`src/hw/pic_defines.vh`:
```
`ifndef PIC_DEFINES_VH
`define PIC_DEFINES_VH

// Register byte offsets on the APB.
`define PIC_OFS_PRIO_A 8'h00
`define PIC_OFS_PRIO_B 8'h04
`define PIC_OFS_PRIO_C 8'h08
`define PIC_OFS_PRIO_D 8'h0c
`define PIC_OFS_CTRL 8'h10
`define PIC_OFS_EXTRA_PRIO 8'h14
`define PIC_OFS_PENDING 8'h18
`define PIC_OFS_MASK 8'h1c
`define PIC_OFS_MASK_CLR 8'h20

// Reset values.
`define PIC_RST_PRIO_ABC 16'h0000
`define PIC_RST_PRIO_D 16'hda74
`define PIC_RST_CTRL 16'h0000
`define PIC_RST_EXTRA_PRIO 32'h00000000
`define PIC_RST_MASK 32'h000003ff

// Control register field positions and writable bits.
`define PIC_CTRL_PIN_LEVEL 15
`define PIC_CTRL_MASK_ALL 14
`define PIC_CTRL_BLOCK_HOLD 9
`define PIC_CTRL_EDGE_SEL 8
`define PIC_CTRL_PIN_MODE 7
`define PIC_CTRL_WR_MASK 16'h4380

// Edge detection blackout after the edge select changes, in bus cycles.
`define PIC_EDGE_BLACKOUT 3'h6

// Source numbering for arbitration; a lower index wins a tie.
`define PIC_NUM_SRC 53
`define PIC_IDX_NMI 6'h00
`define PIC_IDX_EXT 6'h01
`define PIC_IDX_PERIPH 5
`define PIC_IDX_EXTRA 21

// Levels used by the four independent external pins.
`define PIC_EXT_IND_LEVELS 16'h47ad

// Event codes: base plus source index times 32.
`define PIC_EVT_BASE 12'h200
`define PIC_EVT_NONE 12'h000

`endif

```
`src/hw/pic_priority_interrupt_controller.v`:
```
// How it works
// Four 16-bit priority registers each hold four 4-bit module fields.
// Field value 15 is the highest level; zero masks the module.
// Priority registers A-C reset to zero, D to its fixed default; standby keeps them.
// Control register is cleared only by reset and kept through standby.
// Control bit 15 reads the nonmaskable pin level; writes ignored.
// Control bit 14 masks all interrupts except the nonmaskable one while the nonmaskable pin is low.
// Control bit 9 picks hold-pending or pass-through of nonmaskable under block bit.
// Control bit 8 picks falling or rising edge for nonmaskable detection.
// Control bit 7 picks level-encoded or four independent external pins.
// Reserved bits read zero; software writes zero there.
// Extra 32-bit priority register holds eight fields, resets to zero.
// Read-only pending register shows raw requests regardless of any mask.
// Source mask resets to low ten bits set; zero bits in writes ignored.
// Ones written to the mask-clear register clear matching mask bits.
// Highest programmed level wins; others stay pending.
// Ties are broken by a fixed source order.
// CPU is signalled only when winning level exceeds its mask level.
// CPU latches event code, saves status and PC, jumps to vector base plus 0x600.
// Accepting an interrupt leaves the CPU mask level unchanged.
// Software clears and rereads the source flag before unblocking.
// Every source has a distinct event code presented with the request.
// Edge detection is suppressed for six cycles after edge select changes.
// External pins count only after three equal consecutive samples.
// Level-encoded pin code 0000 is level 15, 1111 no request.
// Writing one to a mask bit masks that source but pending still shows.
// CPU request carries the winner level and drops when the source drops.
`include "pic_defines.vh"

module pic_priority_interrupt_controller (
    input wire clk,
    input wire nrst,
    input wire psel,
    input wire penable,
    input wire pwrite,
    input wire [7:0] paddr,
    input wire [31:0] pwdata,
    output wire [31:0] prdata,
    output wire pready,
    output wire pslverr,
    input wire [15:0] periphReq,
    input wire [31:0] extraReq,
    input wire nonmaskablePin,
    input wire [3:0] externalRequestPinsN,
    input wire [3:0] cpuMaskLevel,
    input wire blockBit,
    input wire cpuAccept,
    output wire cpuIrq,
    output wire cpuIrqNmi,
    output wire [3:0] cpuIrqLevel,
    output wire [11:0] eventCode
);

    ////////////////////////////////////////////////////////////////////////////////
    // Registers and bus handshake.

    reg [15:0] prioA_r;
    reg [15:0] prioB_r;
    reg [15:0] prioC_r;
    reg [15:0] prioD_r;
    reg [15:0] ctrl_r;
    reg [31:0] extraPrio_r;
    reg [31:0] pending_r;
    reg [31:0] srcMask_r;
    reg [31:0] prdata_r;
    reg [31:0] prdata_nxt;
    reg pready_r;
    reg pslverr_r;
    reg pslverr_nxt;
    reg nmiLevel_r;

    wire setupPhase = psel & ~penable;
    wire wrStrobe = psel & penable & pready_r & pwrite;

    // Read data and the error answer are prepared in the setup cycle.
    always @* begin
        prdata_nxt = 32'h00000000;
        pslverr_nxt = 1'b0;
        if (paddr == `PIC_OFS_PRIO_A) begin
            prdata_nxt = {16'h0000, prioA_r};
        end else if (paddr == `PIC_OFS_PRIO_B) begin
            prdata_nxt = {16'h0000, prioB_r};
        end else if (paddr == `PIC_OFS_PRIO_C) begin
            prdata_nxt = {16'h0000, prioC_r};
        end else if (paddr == `PIC_OFS_PRIO_D) begin
            prdata_nxt = {16'h0000, prioD_r};
        end else if (paddr == `PIC_OFS_CTRL) begin
            prdata_nxt = {16'h0000, nmiLevel_r, ctrl_r[14:0]};
        end else if (paddr == `PIC_OFS_EXTRA_PRIO) begin
            prdata_nxt = extraPrio_r;
        end else if (paddr == `PIC_OFS_PENDING) begin
            prdata_nxt = pending_r;
        end else if (paddr == `PIC_OFS_MASK) begin
            prdata_nxt = srcMask_r;
        end else if (paddr == `PIC_OFS_MASK_CLR) begin
            prdata_nxt = 32'h00000000;
        end else begin
            pslverr_nxt = 1'b1;
        end
    end

    // A zero-wait slave: pready rises in the access cycle that follows every setup.
    always @(posedge clk or negedge nrst) begin
        if (!nrst) begin
            pready_r <= 1'b0;
            pslverr_r <= 1'b0;
        end else begin
            pready_r <= setupPhase;
            pslverr_r <= setupPhase & pslverr_nxt;
        end
    end

    always @(posedge clk or negedge nrst) begin
        if (!nrst) begin
            prdata_r <= 32'h00000000;
        end else if (setupPhase && !pwrite) begin
            prdata_r <= prdata_nxt;
        end
    end

    assign prdata = prdata_r;
    assign pready = pready_r;
    assign pslverr = pslverr_r;

    // Only reset initialises these; no standby input exists to touch them.
    always @(posedge clk or negedge nrst) begin
        if (!nrst) begin
            prioA_r <= `PIC_RST_PRIO_ABC;
        end else if (wrStrobe && paddr == `PIC_OFS_PRIO_A) begin
            prioA_r <= pwdata[15:0];
        end
    end

    always @(posedge clk or negedge nrst) begin
        if (!nrst) begin
            prioB_r <= `PIC_RST_PRIO_ABC;
        end else if (wrStrobe && paddr == `PIC_OFS_PRIO_B) begin
            prioB_r <= pwdata[15:0];
        end
    end

    always @(posedge clk or negedge nrst) begin
        if (!nrst) begin
            prioC_r <= `PIC_RST_PRIO_ABC;
        end else if (wrStrobe && paddr == `PIC_OFS_PRIO_C) begin
            prioC_r <= pwdata[15:0];
        end
    end

    always @(posedge clk or negedge nrst) begin
        if (!nrst) begin
            prioD_r <= `PIC_RST_PRIO_D;
        end else if (wrStrobe && paddr == `PIC_OFS_PRIO_D) begin
            prioD_r <= pwdata[15:0];
        end
    end

    always @(posedge clk or negedge nrst) begin
        if (!nrst) begin
            ctrl_r <= `PIC_RST_CTRL;
        end else if (wrStrobe && paddr == `PIC_OFS_CTRL) begin
            ctrl_r <= pwdata[15:0] & `PIC_CTRL_WR_MASK;
        end
    end

    always @(posedge clk or negedge nrst) begin
        if (!nrst) begin
            extraPrio_r <= `PIC_RST_EXTRA_PRIO;
        end else if (wrStrobe && paddr == `PIC_OFS_EXTRA_PRIO) begin
            extraPrio_r <= pwdata;
        end
    end

    // Set and clear share one register, so both addresses are decoded in one process.
    always @(posedge clk or negedge nrst) begin
        if (!nrst) begin
            srcMask_r <= `PIC_RST_MASK;
        end else if (wrStrobe && paddr == `PIC_OFS_MASK) begin
            srcMask_r <= srcMask_r | pwdata;
        end else if (wrStrobe && paddr == `PIC_OFS_MASK_CLR) begin
            srcMask_r <= srcMask_r & ~pwdata;
        end
    end

    wire maskAllOnLow = ctrl_r[`PIC_CTRL_MASK_ALL];
    wire blockHold = ctrl_r[`PIC_CTRL_BLOCK_HOLD];
    wire edgeSel = ctrl_r[`PIC_CTRL_EDGE_SEL];
    wire pinMode = ctrl_r[`PIC_CTRL_PIN_MODE];

    ////////////////////////////////////////////////////////////////////////////////
    // Nonmaskable input: edge detection with blackout after edge select changes.

    reg nmiPrev_r;
    reg [2:0] blackout_r;
    reg nmiPend_r;

    wire edgeSelWrite = wrStrobe & (paddr == `PIC_OFS_CTRL) & (pwdata[`PIC_CTRL_EDGE_SEL] != edgeSel);
    wire nmiEdge = edgeSel ? (nonmaskablePin & ~nmiPrev_r) : (~nonmaskablePin & nmiPrev_r);
    wire nmiDetect = nmiEdge & (blackout_r == 3'h0);
    wire nmiPass = nmiPend_r & ~(blockBit & ~blockHold);
    wire nmiWin;

    always @(posedge clk or negedge nrst) begin
        if (!nrst) begin
            nmiLevel_r <= 1'b0;
            nmiPrev_r <= 1'b0;
        end else begin
            nmiLevel_r <= nonmaskablePin;
            nmiPrev_r <= nonmaskablePin;
        end
    end

    // Any write that flips the edge select starts the blackout again.
    always @(posedge clk or negedge nrst) begin
        if (!nrst) begin
            blackout_r <= 3'h0;
        end else if (edgeSelWrite) begin
            blackout_r <= `PIC_EDGE_BLACKOUT;
        end else if (blackout_r != 3'h0) begin
            blackout_r <= blackout_r - 3'h1;
        end
    end

    always @(posedge clk or negedge nrst) begin
        if (!nrst) begin
            nmiPend_r <= 1'b0;
        // A new edge in the accept cycle keeps the request pending.
        end else if (nmiDetect) begin
            nmiPend_r <= 1'b1;
        end else if (cpuAccept && nmiWin) begin
            nmiPend_r <= 1'b0;
        end
    end

    ////////////////////////////////////////////////////////////////////////////////
    // External request pins: three-sample noise filter.

    reg [3:0] pinS0_r;
    reg [3:0] pinS1_r;
    reg [3:0] pinS2_r;
    reg [3:0] pinFilt_r;

    always @(posedge clk or negedge nrst) begin
        if (!nrst) begin
            pinS0_r <= 4'hf;
            pinS1_r <= 4'hf;
            pinS2_r <= 4'hf;
            pinFilt_r <= 4'hf;
        end else begin
            pinS0_r <= externalRequestPinsN;
            pinS1_r <= pinS0_r;
            pinS2_r <= pinS1_r;
            if (pinS0_r == pinS1_r && pinS1_r == pinS2_r) begin
                pinFilt_r <= pinS2_r;
            end
        end
    end

    ////////////////////////////////////////////////////////////////////////////////
    // Per-source levels, flattened in fixed tie order.

    wire maskAll = maskAllOnLow & ~nonmaskablePin;
    wire [`PIC_NUM_SRC*5-1:0] srcLvl;
    wire [63:0] periphPrio = {prioD_r, prioC_r, prioB_r, prioA_r};
    wire [15:0] extIndLvl = `PIC_EXT_IND_LEVELS;

    // Nonmaskable requests sit at level 16, above any programmable level.
    assign srcLvl[4:0] = nmiPass ? 5'h10 : 5'h00;

    genvar g;
    generate
        for (g = 0; g < 4; g = g + 1) begin : genExt
            wire [3:0] lvl;
            if (g == 0) begin : genEnc
                assign lvl = pinMode ? (pinFilt_r[0] ? 4'h0 : extIndLvl[3:0]) : (4'hf - pinFilt_r);
            end else begin : genInd
                assign lvl = (pinMode && !pinFilt_r[g]) ? extIndLvl[g*4+3:g*4] : 4'h0;
            end
            assign srcLvl[(g+1)*5+4:(g+1)*5] = maskAll ? 5'h00 : {1'b0, lvl};
        end

        for (g = 0; g < 16; g = g + 1) begin : genPeriph
            wire act = periphReq[g] & ~maskAll;
            assign srcLvl[(g+`PIC_IDX_PERIPH)*5+4:(g+`PIC_IDX_PERIPH)*5] =
                act ? {1'b0, periphPrio[g*4+3:g*4]} : 5'h00;
        end

        for (g = 0; g < 32; g = g + 1) begin : genExtra
            wire act = extraReq[g] & ~srcMask_r[g] & ~maskAll;
            assign srcLvl[(g+`PIC_IDX_EXTRA)*5+4:(g+`PIC_IDX_EXTRA)*5] =
                act ? {1'b0, extraPrio_r[(g/4)*4+3:(g/4)*4]} : 5'h00;
        end
    endgenerate

    ////////////////////////////////////////////////////////////////////////////////
    // Arbitration and CPU request.

    reg [4:0] bestLvl;
    reg [5:0] bestIdx;
    integer j;

    // Walking from the last source down with >= leaves the lowest index on ties.
    always @* begin
        bestLvl = 5'h00;
        bestIdx = 6'h00;
        for (j = `PIC_NUM_SRC - 1; j >= 0; j = j - 1) begin
            if (srcLvl[j*5 +: 5] != 5'h00 && srcLvl[j*5 +: 5] >= bestLvl) begin
                bestLvl = srcLvl[j*5 +: 5];
                bestIdx = j[5:0];
            end
        end
    end

    assign nmiWin = (bestLvl == 5'h10);
    wire raise = nmiWin | (bestLvl != 5'h00 && bestLvl[3:0] > cpuMaskLevel);

    reg cpuIrq_r;
    reg cpuIrqNmi_r;
    reg [3:0] cpuIrqLevel_r;
    reg [11:0] eventCode_r;

    always @(posedge clk or negedge nrst) begin
        if (!nrst) begin
            pending_r <= 32'h00000000;
        end else begin
            pending_r <= extraReq;
        end
    end

    // The request outputs are registered so the CPU sees one settled code per cycle.
    always @(posedge clk or negedge nrst) begin
        if (!nrst) begin
            cpuIrq_r <= 1'b0;
        end else begin
            cpuIrq_r <= raise;
        end
    end

    always @(posedge clk or negedge nrst) begin
        if (!nrst) begin
            cpuIrqNmi_r <= 1'b0;
        end else begin
            cpuIrqNmi_r <= raise & nmiWin;
        end
    end

    always @(posedge clk or negedge nrst) begin
        if (!nrst) begin
            cpuIrqLevel_r <= 4'h0;
        end else begin
            cpuIrqLevel_r <= raise ? (nmiWin ? 4'hf : bestLvl[3:0]) : 4'h0;
        end
    end

    always @(posedge clk or negedge nrst) begin
        if (!nrst) begin
            eventCode_r <= `PIC_EVT_NONE;
        end else begin
            eventCode_r <= raise ? (`PIC_EVT_BASE + {1'b0, bestIdx, 5'h00}) : `PIC_EVT_NONE;
        end
    end

    assign cpuIrq = cpuIrq_r;
    assign cpuIrqNmi = cpuIrqNmi_r;
    assign cpuIrqLevel = cpuIrqLevel_r;
    assign eventCode = eventCode_r;

endmodule

```
`config.mk`:
```
export PLATFORM = sky130hd
export DESIGN_NAME = pic_priority_interrupt_controller
export DESIGN_NICKNAME = d
export VERILOG_FILES = /design/src/hw/pic_priority_interrupt_controller.v
export VERILOG_INCLUDE_DIRS = /design/src /design/src/hw
export SDC_FILE = /design/constraint.sdc
export NUM_CORES = 1
export LEC_CHECK = 0
export BUFFER_PORTS_ARGS = -buffer_cell sky130_fd_sc_hd__buf_2
export CORE_MARGIN = 2
export CORE_UTILIZATION = 40
export CTS_CLUSTER_DIAMETER = 40
export CTS_CLUSTER_SIZE = 8
export DETAILED_ROUTE_END_ITERATION = 8
export GPL_TIMING_DRIVEN = 0
export PLACE_DENSITY = 0.61
export SKIP_LAST_GASP = 1
export SYNTH_ARGS = -nofsm -noshare
export SYNTH_HDL_FRONTEND = slang
export SYNTH_SLANG_ARGS = --single-unit
```
`constraint.sdc`:
```
create_clock -name clk -period 181.1 [get_ports clk]
set_input_delay 9.055 -clock clk [delete_from_list [all_inputs] [get_ports clk]]
set_output_delay 9.055 -clock clk [all_outputs]
set_load 0.02 [all_outputs]
```
---- Word-level counts from Yosys, hierarchy flattened ----
Index checks and enable logic that the tools add are counted.
cells by class
  equality and inequality tests ........... 12
  reductions and logical operators ........ 132
  muxes and demuxes ....................... 191
  add/sub/neg operators ................... 3
  order comparisons ....................... 54
  bitwise gates (word level) .............. 136
operators by type and width
  cell                      number
  $mux W32                  10
  $mux W6                   53
  $reduce_bool A5 Y1        54
  $mux W5                   53
  $ge A4 B5 Y1              49
  $mux W4                   56
  $and A1 B1 Y1             94
  $logic_and A1 B1 Y1       68
  $not A1 Y1                38
  $and A32 B32 Y32          1
  $eq A8 B5 Y1 const B      4
  $not A32 Y32              1
  $or A32 B32 Y32           1
  $mux W3                   6
  $eq A8 B4 Y1 const B      2
  $add A10 B11 Y12 const A  1
  $mux W1                   12
  $mux W12                  1
  $ge A3 B5 Y1              2
  $eq A4 B4 Y1              2
  $eq A8 B3 Y1 const B      1
  $eq A8 B6 Y1 const B      1
  $logic_not A8 Y1          1
  $reduce_bool A2 Y1        3
  11 further kinds          14
word-level totals
  register bits ........................... 237
  input port bits ......................... 104

---- Logic depth before layout (Yosys ltp) ----
Gate-level depths: netlist of run 1.
  word-level depth ........................ 168
  mapped depth ............................ 445

---- Worst setup path before layout of run 1 ----
Ideal clock, no wire load.
  kind .................................... input to register
  start point ............................. in nonmaskablePin
  end point ............................... reg eventCode_r[7] (netlist: eventCode[7])
  setup time .............................. 105 ps
  buffers on the path ..................... 10
  stages .................................. 402
  path slack .............................. 98,795 ps
  data arrival time ....................... 82,200 ps
  cell sequence ........................... nor2b_1 > clkbuf_4 > clkbuf_1 > clkbuf_1 > clkbuf_1 > nor2_1 > and2_1 > ha_1 > nor2_2 > or4_4 > nor2_1 > nor2_1 > a21oi_1 > ha_1 > o21a_1 > o211a_1 > a21o_1 > buf_2 > (+366 left out) > nand2b_1 > a21o_1 > a21o_1 > a21oi_1 > a31o_2 > nand2b_1 > a211o_1 > a21oi_2 > inv_1 > ha_1 > nor2b_1 > o21ai_0 > nand2b_1 > a21oi_1 > a41o_1 > inv_1 > o31ai_2 > nor4b_1
on the way
  word-level cells in the longest chain between the ends .. 168
ends and longest elaborated chain
  what                                                    RTL line                                 source
  start, declared                                         pic_priority_interrupt_controller.v:43   input wire nonmaskablePin,
  $not A1 Y1 *                                            pic_priority_interrupt_controller.v:262  wire maskAll = maskAllOnLow & ~nonmaskablePin;
  $and A1 B1 Y1 *                                         pic_priority_interrupt_controller.v:262
  branches (longest 165 deep; another with $ge A4 B5 Y1)  --
  $mux W12 (no source line) *                             --
  end signal, assigned                                    pic_priority_interrupt_controller.v:357  eventCode_r <= `PIC_EVT_NONE;
  end signal, assigned                                    pic_priority_interrupt_controller.v:359  eventCode_r <= raise ? (`PIC_EVT_BASE + {1'b0, bestIdx, 5'h00}) : `PIC_EVT_NONE;
  end, declared                                           pic_priority_interrupt_controller.v:320  reg [11:0] eventCode_r;
Every way passes the cells marked *.
A chain may end at the register's enable or synchronous reset.

---- Final worst setup path of run 1 ----
Same ends and word-level chain as after synthesis.

==> impl_metrics.csv, run 1 <==
group,metric,value,unit
run_status,status,"finished, final reports clean",
sta,slew_violations,0,
layout,drive_gt1_share,18.22,%
synth,synthTopCellsByCount,"nand2_1, nor2_1, dfrtp_1",
pwr,powerDensity,6.380,mW/mm^2
setup_path,cp.arrival,96790,ps
synth,yosys_warnings,0,
setup_path,crit_fanout,10,
layout,multi_input_area,0.01474,sq mm
clocking,cts.path.max_buffers,3,
clocking,ctsResizeCount,0,
clocking,holdBufCountCts,0,
clocking,h-tree-depth,2,
placed_design,dpl.hpwl,58.07,mm
synth,netlist.top_cell.by_area,"dfrtp_1",
synth,syn-instance-count,2611,
clocking,clkTransAtPathRegs,50,ps
setup_path,crit_type,"input pin to flop",
grt,grt-ovfl-total,0,
setup_path,r2r_start,"ctrl_r[14]",
floorplanning,die-area,0.05559,sq mm
pwr,power.internal,110.2,uW
pwr,p_comb_share,19.2,%
layout,nets,3027,
clocking,postCtsSetupBuffers,0,
layout,instances_no_fill,3521,
synth,syn_avg_cell_area,8.230,sq um
clocking,clock_sink_count,232,
pwr,switchingPower,45.34,uW
layout,utilization,46.10,%
setup_path,cpMostUsedCell,"ha_1",
pwr,p_leak,0.01098,uW
setup_path,r2r_end,"eventCode[7]",
synth,ys_seq_area_share,27.22,%
setup_path,cp_slowest_cell,"o311ai_0",
grt,grt_start_max_net_pins,95,
placed_design,dpl-instance-area,0.02316,sq mm
sta,setup-tns-final,0,ps
pwr,swShare,29.16,%
sta,final.period_utilization,53.22,%
synth,synth_most_common_cell,"nand2_1",
pwr,p_total,155.5,uW
sta,period_minus_slack,96390,ps
pwr,power_frac_clock,44.3,%
pwr,pwr-share-seq,36.4,%
layout,area_delta_synth_final,13.42,%
synth,netlist_area,0.02149,sq mm
sta,worst_pin_slew,1246,ps
sta,rsz0062_at_grt,"false",
setup_path,max_stage_delay,1040,ps
floorplanning,fp.dieW,235.8,microns
clocking,clk-insertion-delay-late,540,ps
pwr,ir_worst_vdd,0.000005035,V
layout,fillers,5180,
sta,timing.fmax,10.37,MHz
detailed_routing,dr.pass1.iters,7,
detailed_routing,route.vias.total,21637,
floorplanning,start_util,40.65,%
clocking,cts_tree,"yes",
setup_path,worst_setup_path_start_kind,"input pin",
grt,antenna_found_initial,1,
grt,grt_pass1_wl,114.2,mm
placed_design,gp_congestion,0.9539,
clocking,cts-root-buf,"clkbuf_16",
setup_path,reg2reg_slack,92910,ps
detailed_routing,vias_per_cell,6.145,
sta,skew,10.11,ps
setup_path,end_kind,"flop",
synth,async_reset_ff_share,100.0,%
detailed_routing,ant_nets,0,
worst_hold_path,min_to,"pinS2_r[1]",
floorplanning,ioPinCount,156,
placed_design,io_buffers,147,
worst_hold_path,holdPathStages,0,
worst_hold_path,hp-start,"pinS1_r[1]",
detailed_routing,detail_route.wl_per_cell,20.71,microns
synth,synth_top_area_share,22.94,%
grt,grt_use_total,25.50,%
setup_path,crit_required,181500,ps
synth,synth_seq_cells,232,
detailed_routing,drtIter0Drc,1669,
clocking,numCtsBuffers,38,
detailed_routing,routed_wl,72.93,mm
setup_path,worst_r2r_path_depth,401,
sta,setup_viol,0,
synth,synthFlopType,"dfrtp_1",
sta,finalHoldViolCount,0,
layout,register_area,0.005849,sq mm
grt,grt_pass1_vias,20458,
synth,synth.distinct_cells,136,
layout,design_area,0.02437,sq mm
floorplanning,fp.dieH,235.8,microns
detailed_routing,drcViolationCount,0,
sta,max_slew_margin,15.90,%
floorplanning,core,0.05287,sq mm
placed_design,placedCellCount,3452,
worst_hold_path,hp-class,"flop to flop",
flow_run,maxCapViolations,0,
synth,synth-edff-count,0,
floorplanning,num_rows,84,
synth,synth_area_leaders,"dfrtp_1, mux2_2, ha_1",
[power groups by stage]
stage | Clock (uW) | Combinational (uW) | Sequential, uW
final | 68.9 | 29.9 | 56.6
after global placement | 0 | 28.9 | 57.3
after detailed placement | 0 | 29.7 | 57.4
after global routing | 72.0 | 33.2 | 56.8
after floorplan | 0 | 17.7 | 58.5
after CTS | 70.1 | 29.8 | 56.6
[layer usage]
| layer | wire, microns | share of wire, % | GRT usage (%) | vias up |
|---|---|---|---|---|
| li1 | - | - | - | 10232 |
| met1 | 33280 | 46 | 35.50 | 10486 |
| met2 | 32850 | 45 | 41.09 | 788 |
| met3 | 4391 | 6.0 | 3.078 | 131 |
| met4 | 2406 | 3.3 | 8.242 | 0 |
| met5 | 0 | 0 | 0 | - |
[how the worst max path moves through the flow]
stage / start / to / slack (ps) / cells after the start
after detailed placement: nonmaskablePin / eventCode[7] / 85610 / 398
after global placement: nonmaskablePin / eventCode[7] / 86450 / 403
after global routing: nonmaskablePin / eventCode[7] / 77350 / 408
after CTS: nonmaskablePin / eventCode[7] / 85760 / 399
final: nonmaskablePin / eventCode[7] / 84710 / 402
after floorplan: nonmaskablePin / eventCode[7] / 98790 / 402
[through the flow]
step           hold WS, ps  worst slack, ps
6_report             370.0            84710
3_5_place_dp         362.5            85610
3_3_place_gp         361.8            86450
4_1_cts              370.0            85760
2_1_floorplan        358.5            98790
5_1_grt              379.5            77350
[logic make-up (layout without fill, tap and decap cells)]
| family | count (synthesis) | after routing | synth area share, % |
|---|---|---|---|
| simple gates | 1081 | 1081 | 24.96 |
| compound gates | 798 | 798 | 27.23 |
| flops | 232 | 232 | 27.22 |
| buf+inv | 196 | 413 | 4.239 |
| mux | 167 | 167 | 8.641 |
| fa+ha+maj | 134 | 134 | 7.616 |
| xor+xnor | 2 | 2 | 0.08153 |
| other cells | 1 | 6 | 0.01745 |
[area by class of cell]
type | count | share of cell area (%)
diodes | 1 | 0.01027
plain buffers | 100 | 2.259
clock buffers | 62 | 4.697
clock inverters | 5 | 0.2259
inverters | 96 | 1.479
multi-input cells | 2187 | 60.49
flip-flops and latches | 232 | 24.00
well taps | 688 | 3.532
repair buffers | 150 | 3.306
[layout by cell type (no fill, tap or decap), types with 67 or more instances in the layout]
master and n:
nand2_1 352, mux2_2 134, o21ai_0 147, inv_1 95, clkbuf_1 67, ha_1 118, nor2_1 208, a21oi_1 124
nand3_1 110, buf_2 155, dfrtp_1 197
[critical path, delay by kind of cell]
family,cells,cell delay (ps)
AO/OA/AOI/OAI,172,40590
adder cells (fa/ha/maj),63,17820
buffers and inverters,28,4460
multiplexers,16,5010
AND/OR/NAND/NOR,123,19650
Power figures use the tool's default switching activity.
==> run 2: changes to the inputs <==
PLACE_DENSITY = 0.63   (was 0.61)
clock period = 85.8 ns   (was 181.1 ns; I/O delays follow)
==> run 2 against run 1 <==
Compared with the run above:
- critical path depth grew 15
- combinational power grew 120%
- total power grew 120%
- worst hold slack is essentially flat
- clock skew grew 11 ps
- die area is the same
- count of clock-buffer cells in the layout shrank 2
- largest power group unchanged
- via count grew 1.4%
==> impl_metrics.csv, run 2 (synthesis results as in run 1) <==
group,metric,value,unit
sta,finalHoldViolCount,0,
setup_path,r2r_start,"ctrl_r[14]",
grt,grt_pass1_wl,114.8,mm
floorplanning,ioPinCount,156,
placed_design,dpl.hpwl,57.64,mm
placed_design,gp_congestion,0.9509,
pwr,ir_worst_vdd,0.00001368,V
grt,grt-ovfl-total,0,
layout,mostFrequentLayoutCells,"nand2_1, nor2_1, dfrtp_1",
setup_path,cpMostUsedCell,"ha_1",
grt,grt_use_met2,41.67,%
grt,grt_use_total,25.54,%
layout,instances_no_fill,3583,
grt,grt_start_max_net_pins,121,
clocking,cts.path.max_buffers,3,
grt,grt_use_met1,34.96,%
layout,nets,3086,
setup_path,worst_setup_path_start_kind,"input pin",
grt,antenna_found_initial,3,
layout,drive_gt1_share,23.89,%
clocking,clk-insertion-delay-late,550,ps
setup_path,cp.arrival,81410,ps
setup_path,max_stage_delay,510,ps
floorplanning,fp.dieW,235.8,microns
layout,layout_commonest_cell,"nand2_1",
setup_path,worst_r2r_path_depth,416,
sta,final.period_utilization,94.41,%
grt,grt_use_met3,2.891,%
setup_path,cp_slowest_cell,"or4_4",
clocking,h-tree-depth,2,
grt,grt.busiest_layer,"met2",
setup_path,crit_family,"compound AO/OA/AOI/OAI gates",
detailed_routing,route.vias.total,21931,
sta,timing.fmax,12.35,MHz
flow_run,maxCapViolations,0,
layout,area_delta_synth_final,18.95,%
detailed_routing,drtIter0Drc,1692,
worst_hold_path,holdPathStages,0,
sta,max_slew_margin,9.054,%
sta,setup_viol,0,
setup_path,crit_buf_inv,27,
setup_path,reg2reg_slack,8200,ps
detailed_routing,dr.pass1.iters,6,
setup_path,r2r_end,"eventCode[6]",
grt,grt_pass1_vias,20608,
setup_path,crit_type,"input pin to flop",
clocking,cts-root-buf,"clkbuf_16",
setup_path,crit_fanout,14,
sta,worst_pin_slew,1352,ps
detailed_routing,vias_per_cell,6.121,
clocking,clock_sink_count,232,
floorplanning,num_rows,84,
clocking,cts_tree,"yes",
pwr,p_leak,0.01136,uW
floorplanning,core,0.05287,sq mm
placed_design,placedCellCount,3451,
clocking,clkTransAtPathRegs,40,ps
sta,period_minus_slack,81000,ps
sta,slew_violations,0,
pwr,powerDensity,13.19,mW/mm^2
floorplanning,fp.dieH,235.8,microns
detailed_routing,detail_route.wl_per_cell,20.69,microns
sta,skew,21.38,ps
worst_hold_path,min_to,"pinS1_r[3]",
floorplanning,die-area,0.05559,sq mm
pwr,p_total,337.0,uW
detailed_routing,routed_wl,74.13,mm
floorplanning,start_util,40.65,%
worst_hold_path,hp-class,"flop to flop",
detailed_routing,drcViolationCount,0,
setup_path,end_kind,"flop",
setup_path,crit_required,86210,ps
detailed_routing,ant_nets,0,
placed_design,io_buffers,147,
run_status,status,"finished, final reports clean",
worst_hold_path,hp-start,"pinS0_r[3]",
clocking,numCtsBuffers,40,
==> run 2: metrics by stage <==
| stage | hold WS [ps] | setup slack, ps | TNS (ps) | cell area (sq um) | utilization [%] |
|---|---|---|---|---|---|
| 2_1_floorplan | 358.5 | 8260 | 0 | 21500 | - |
| 3_3_place_gp | 363.5 | -4059 | -44750 | 23100 | 43.70 |
| 3_5_place_dp | 361.9 | -4765 | -53700 | 23140 | 43.77 |
| 4_1_cts | 369.4 | 52.91 | 0 | 24520 | 46.38 |
| 5_1_grt | 377.8 | -425.5 | -2904 | 25560 | 48.35 |
| 6_report | 369.6 | 4800 | 0 | 25560 | 48.35 |
==> run 2: routing by layer <==
layer  up-vias  routed length (microns)  part of all wire, %
met4         0                     2689                  3.6
met2       764                    34060                   46
met5         -                        0                    0
li1      10336                        -                    -
met3       136                     4399                  5.9
met1     10695                    32980                   44
==> run 2: repair_timing <==
action / 4_1_cts / 5_1_grt
endpoints found under the hold margin: 0 / 0
resized for setup: 35 / 157
setup buffers: 1 / 60
pin swaps: 2 / 46
setup endpoints to repair: 12 / 12
gates cloned: 0 / 1
hold buffers: 0 / 0
==> run 2: how the worst max path moves through the flow <==
stage	startpoint	end	slack [ps]	depth (start not counted)
after global placement	nonmaskablePin	eventCode[7]	-4060	403
final	nonmaskablePin	eventCode[6]	4800	417
after floorplan	nonmaskablePin	eventCode[7]	8260	402
after CTS	nonmaskablePin	eventCode[6]	50	409
after global routing	nonmaskablePin	eventCode[7]	-430	419
after detailed placement	nonmaskablePin	eventCode[7]	-4770	403
==> run 2: layout make-up <==
| class | instances | area, sq um |
|---|---|---|
| diodes | 2 | 5.005 |
| plain buffers | 97 | 590.6 |
| clock buffers | 60 | 1127 |
| clock inverters | 11 | 121.4 |
| fillers | 5130 | 27300 |
| inverters | 96 | 360.3 |
| multi-input cells | 2187 | 15390 |
| flip-flops and latches | 232 | 5849 |
| well taps | 688 | 860.8 |
| repair buffers | 210 | 1256 |
==> run 2: report_power, final <==
| part | switching, uW | internal (uW) |
|---|---|---|
| Sequential | 3.83 | 116 |
| Combinational | 41.6 | 25.4 |
| Clock | 54.2 | 96.3 |
| Total | 99.6 | 237 |
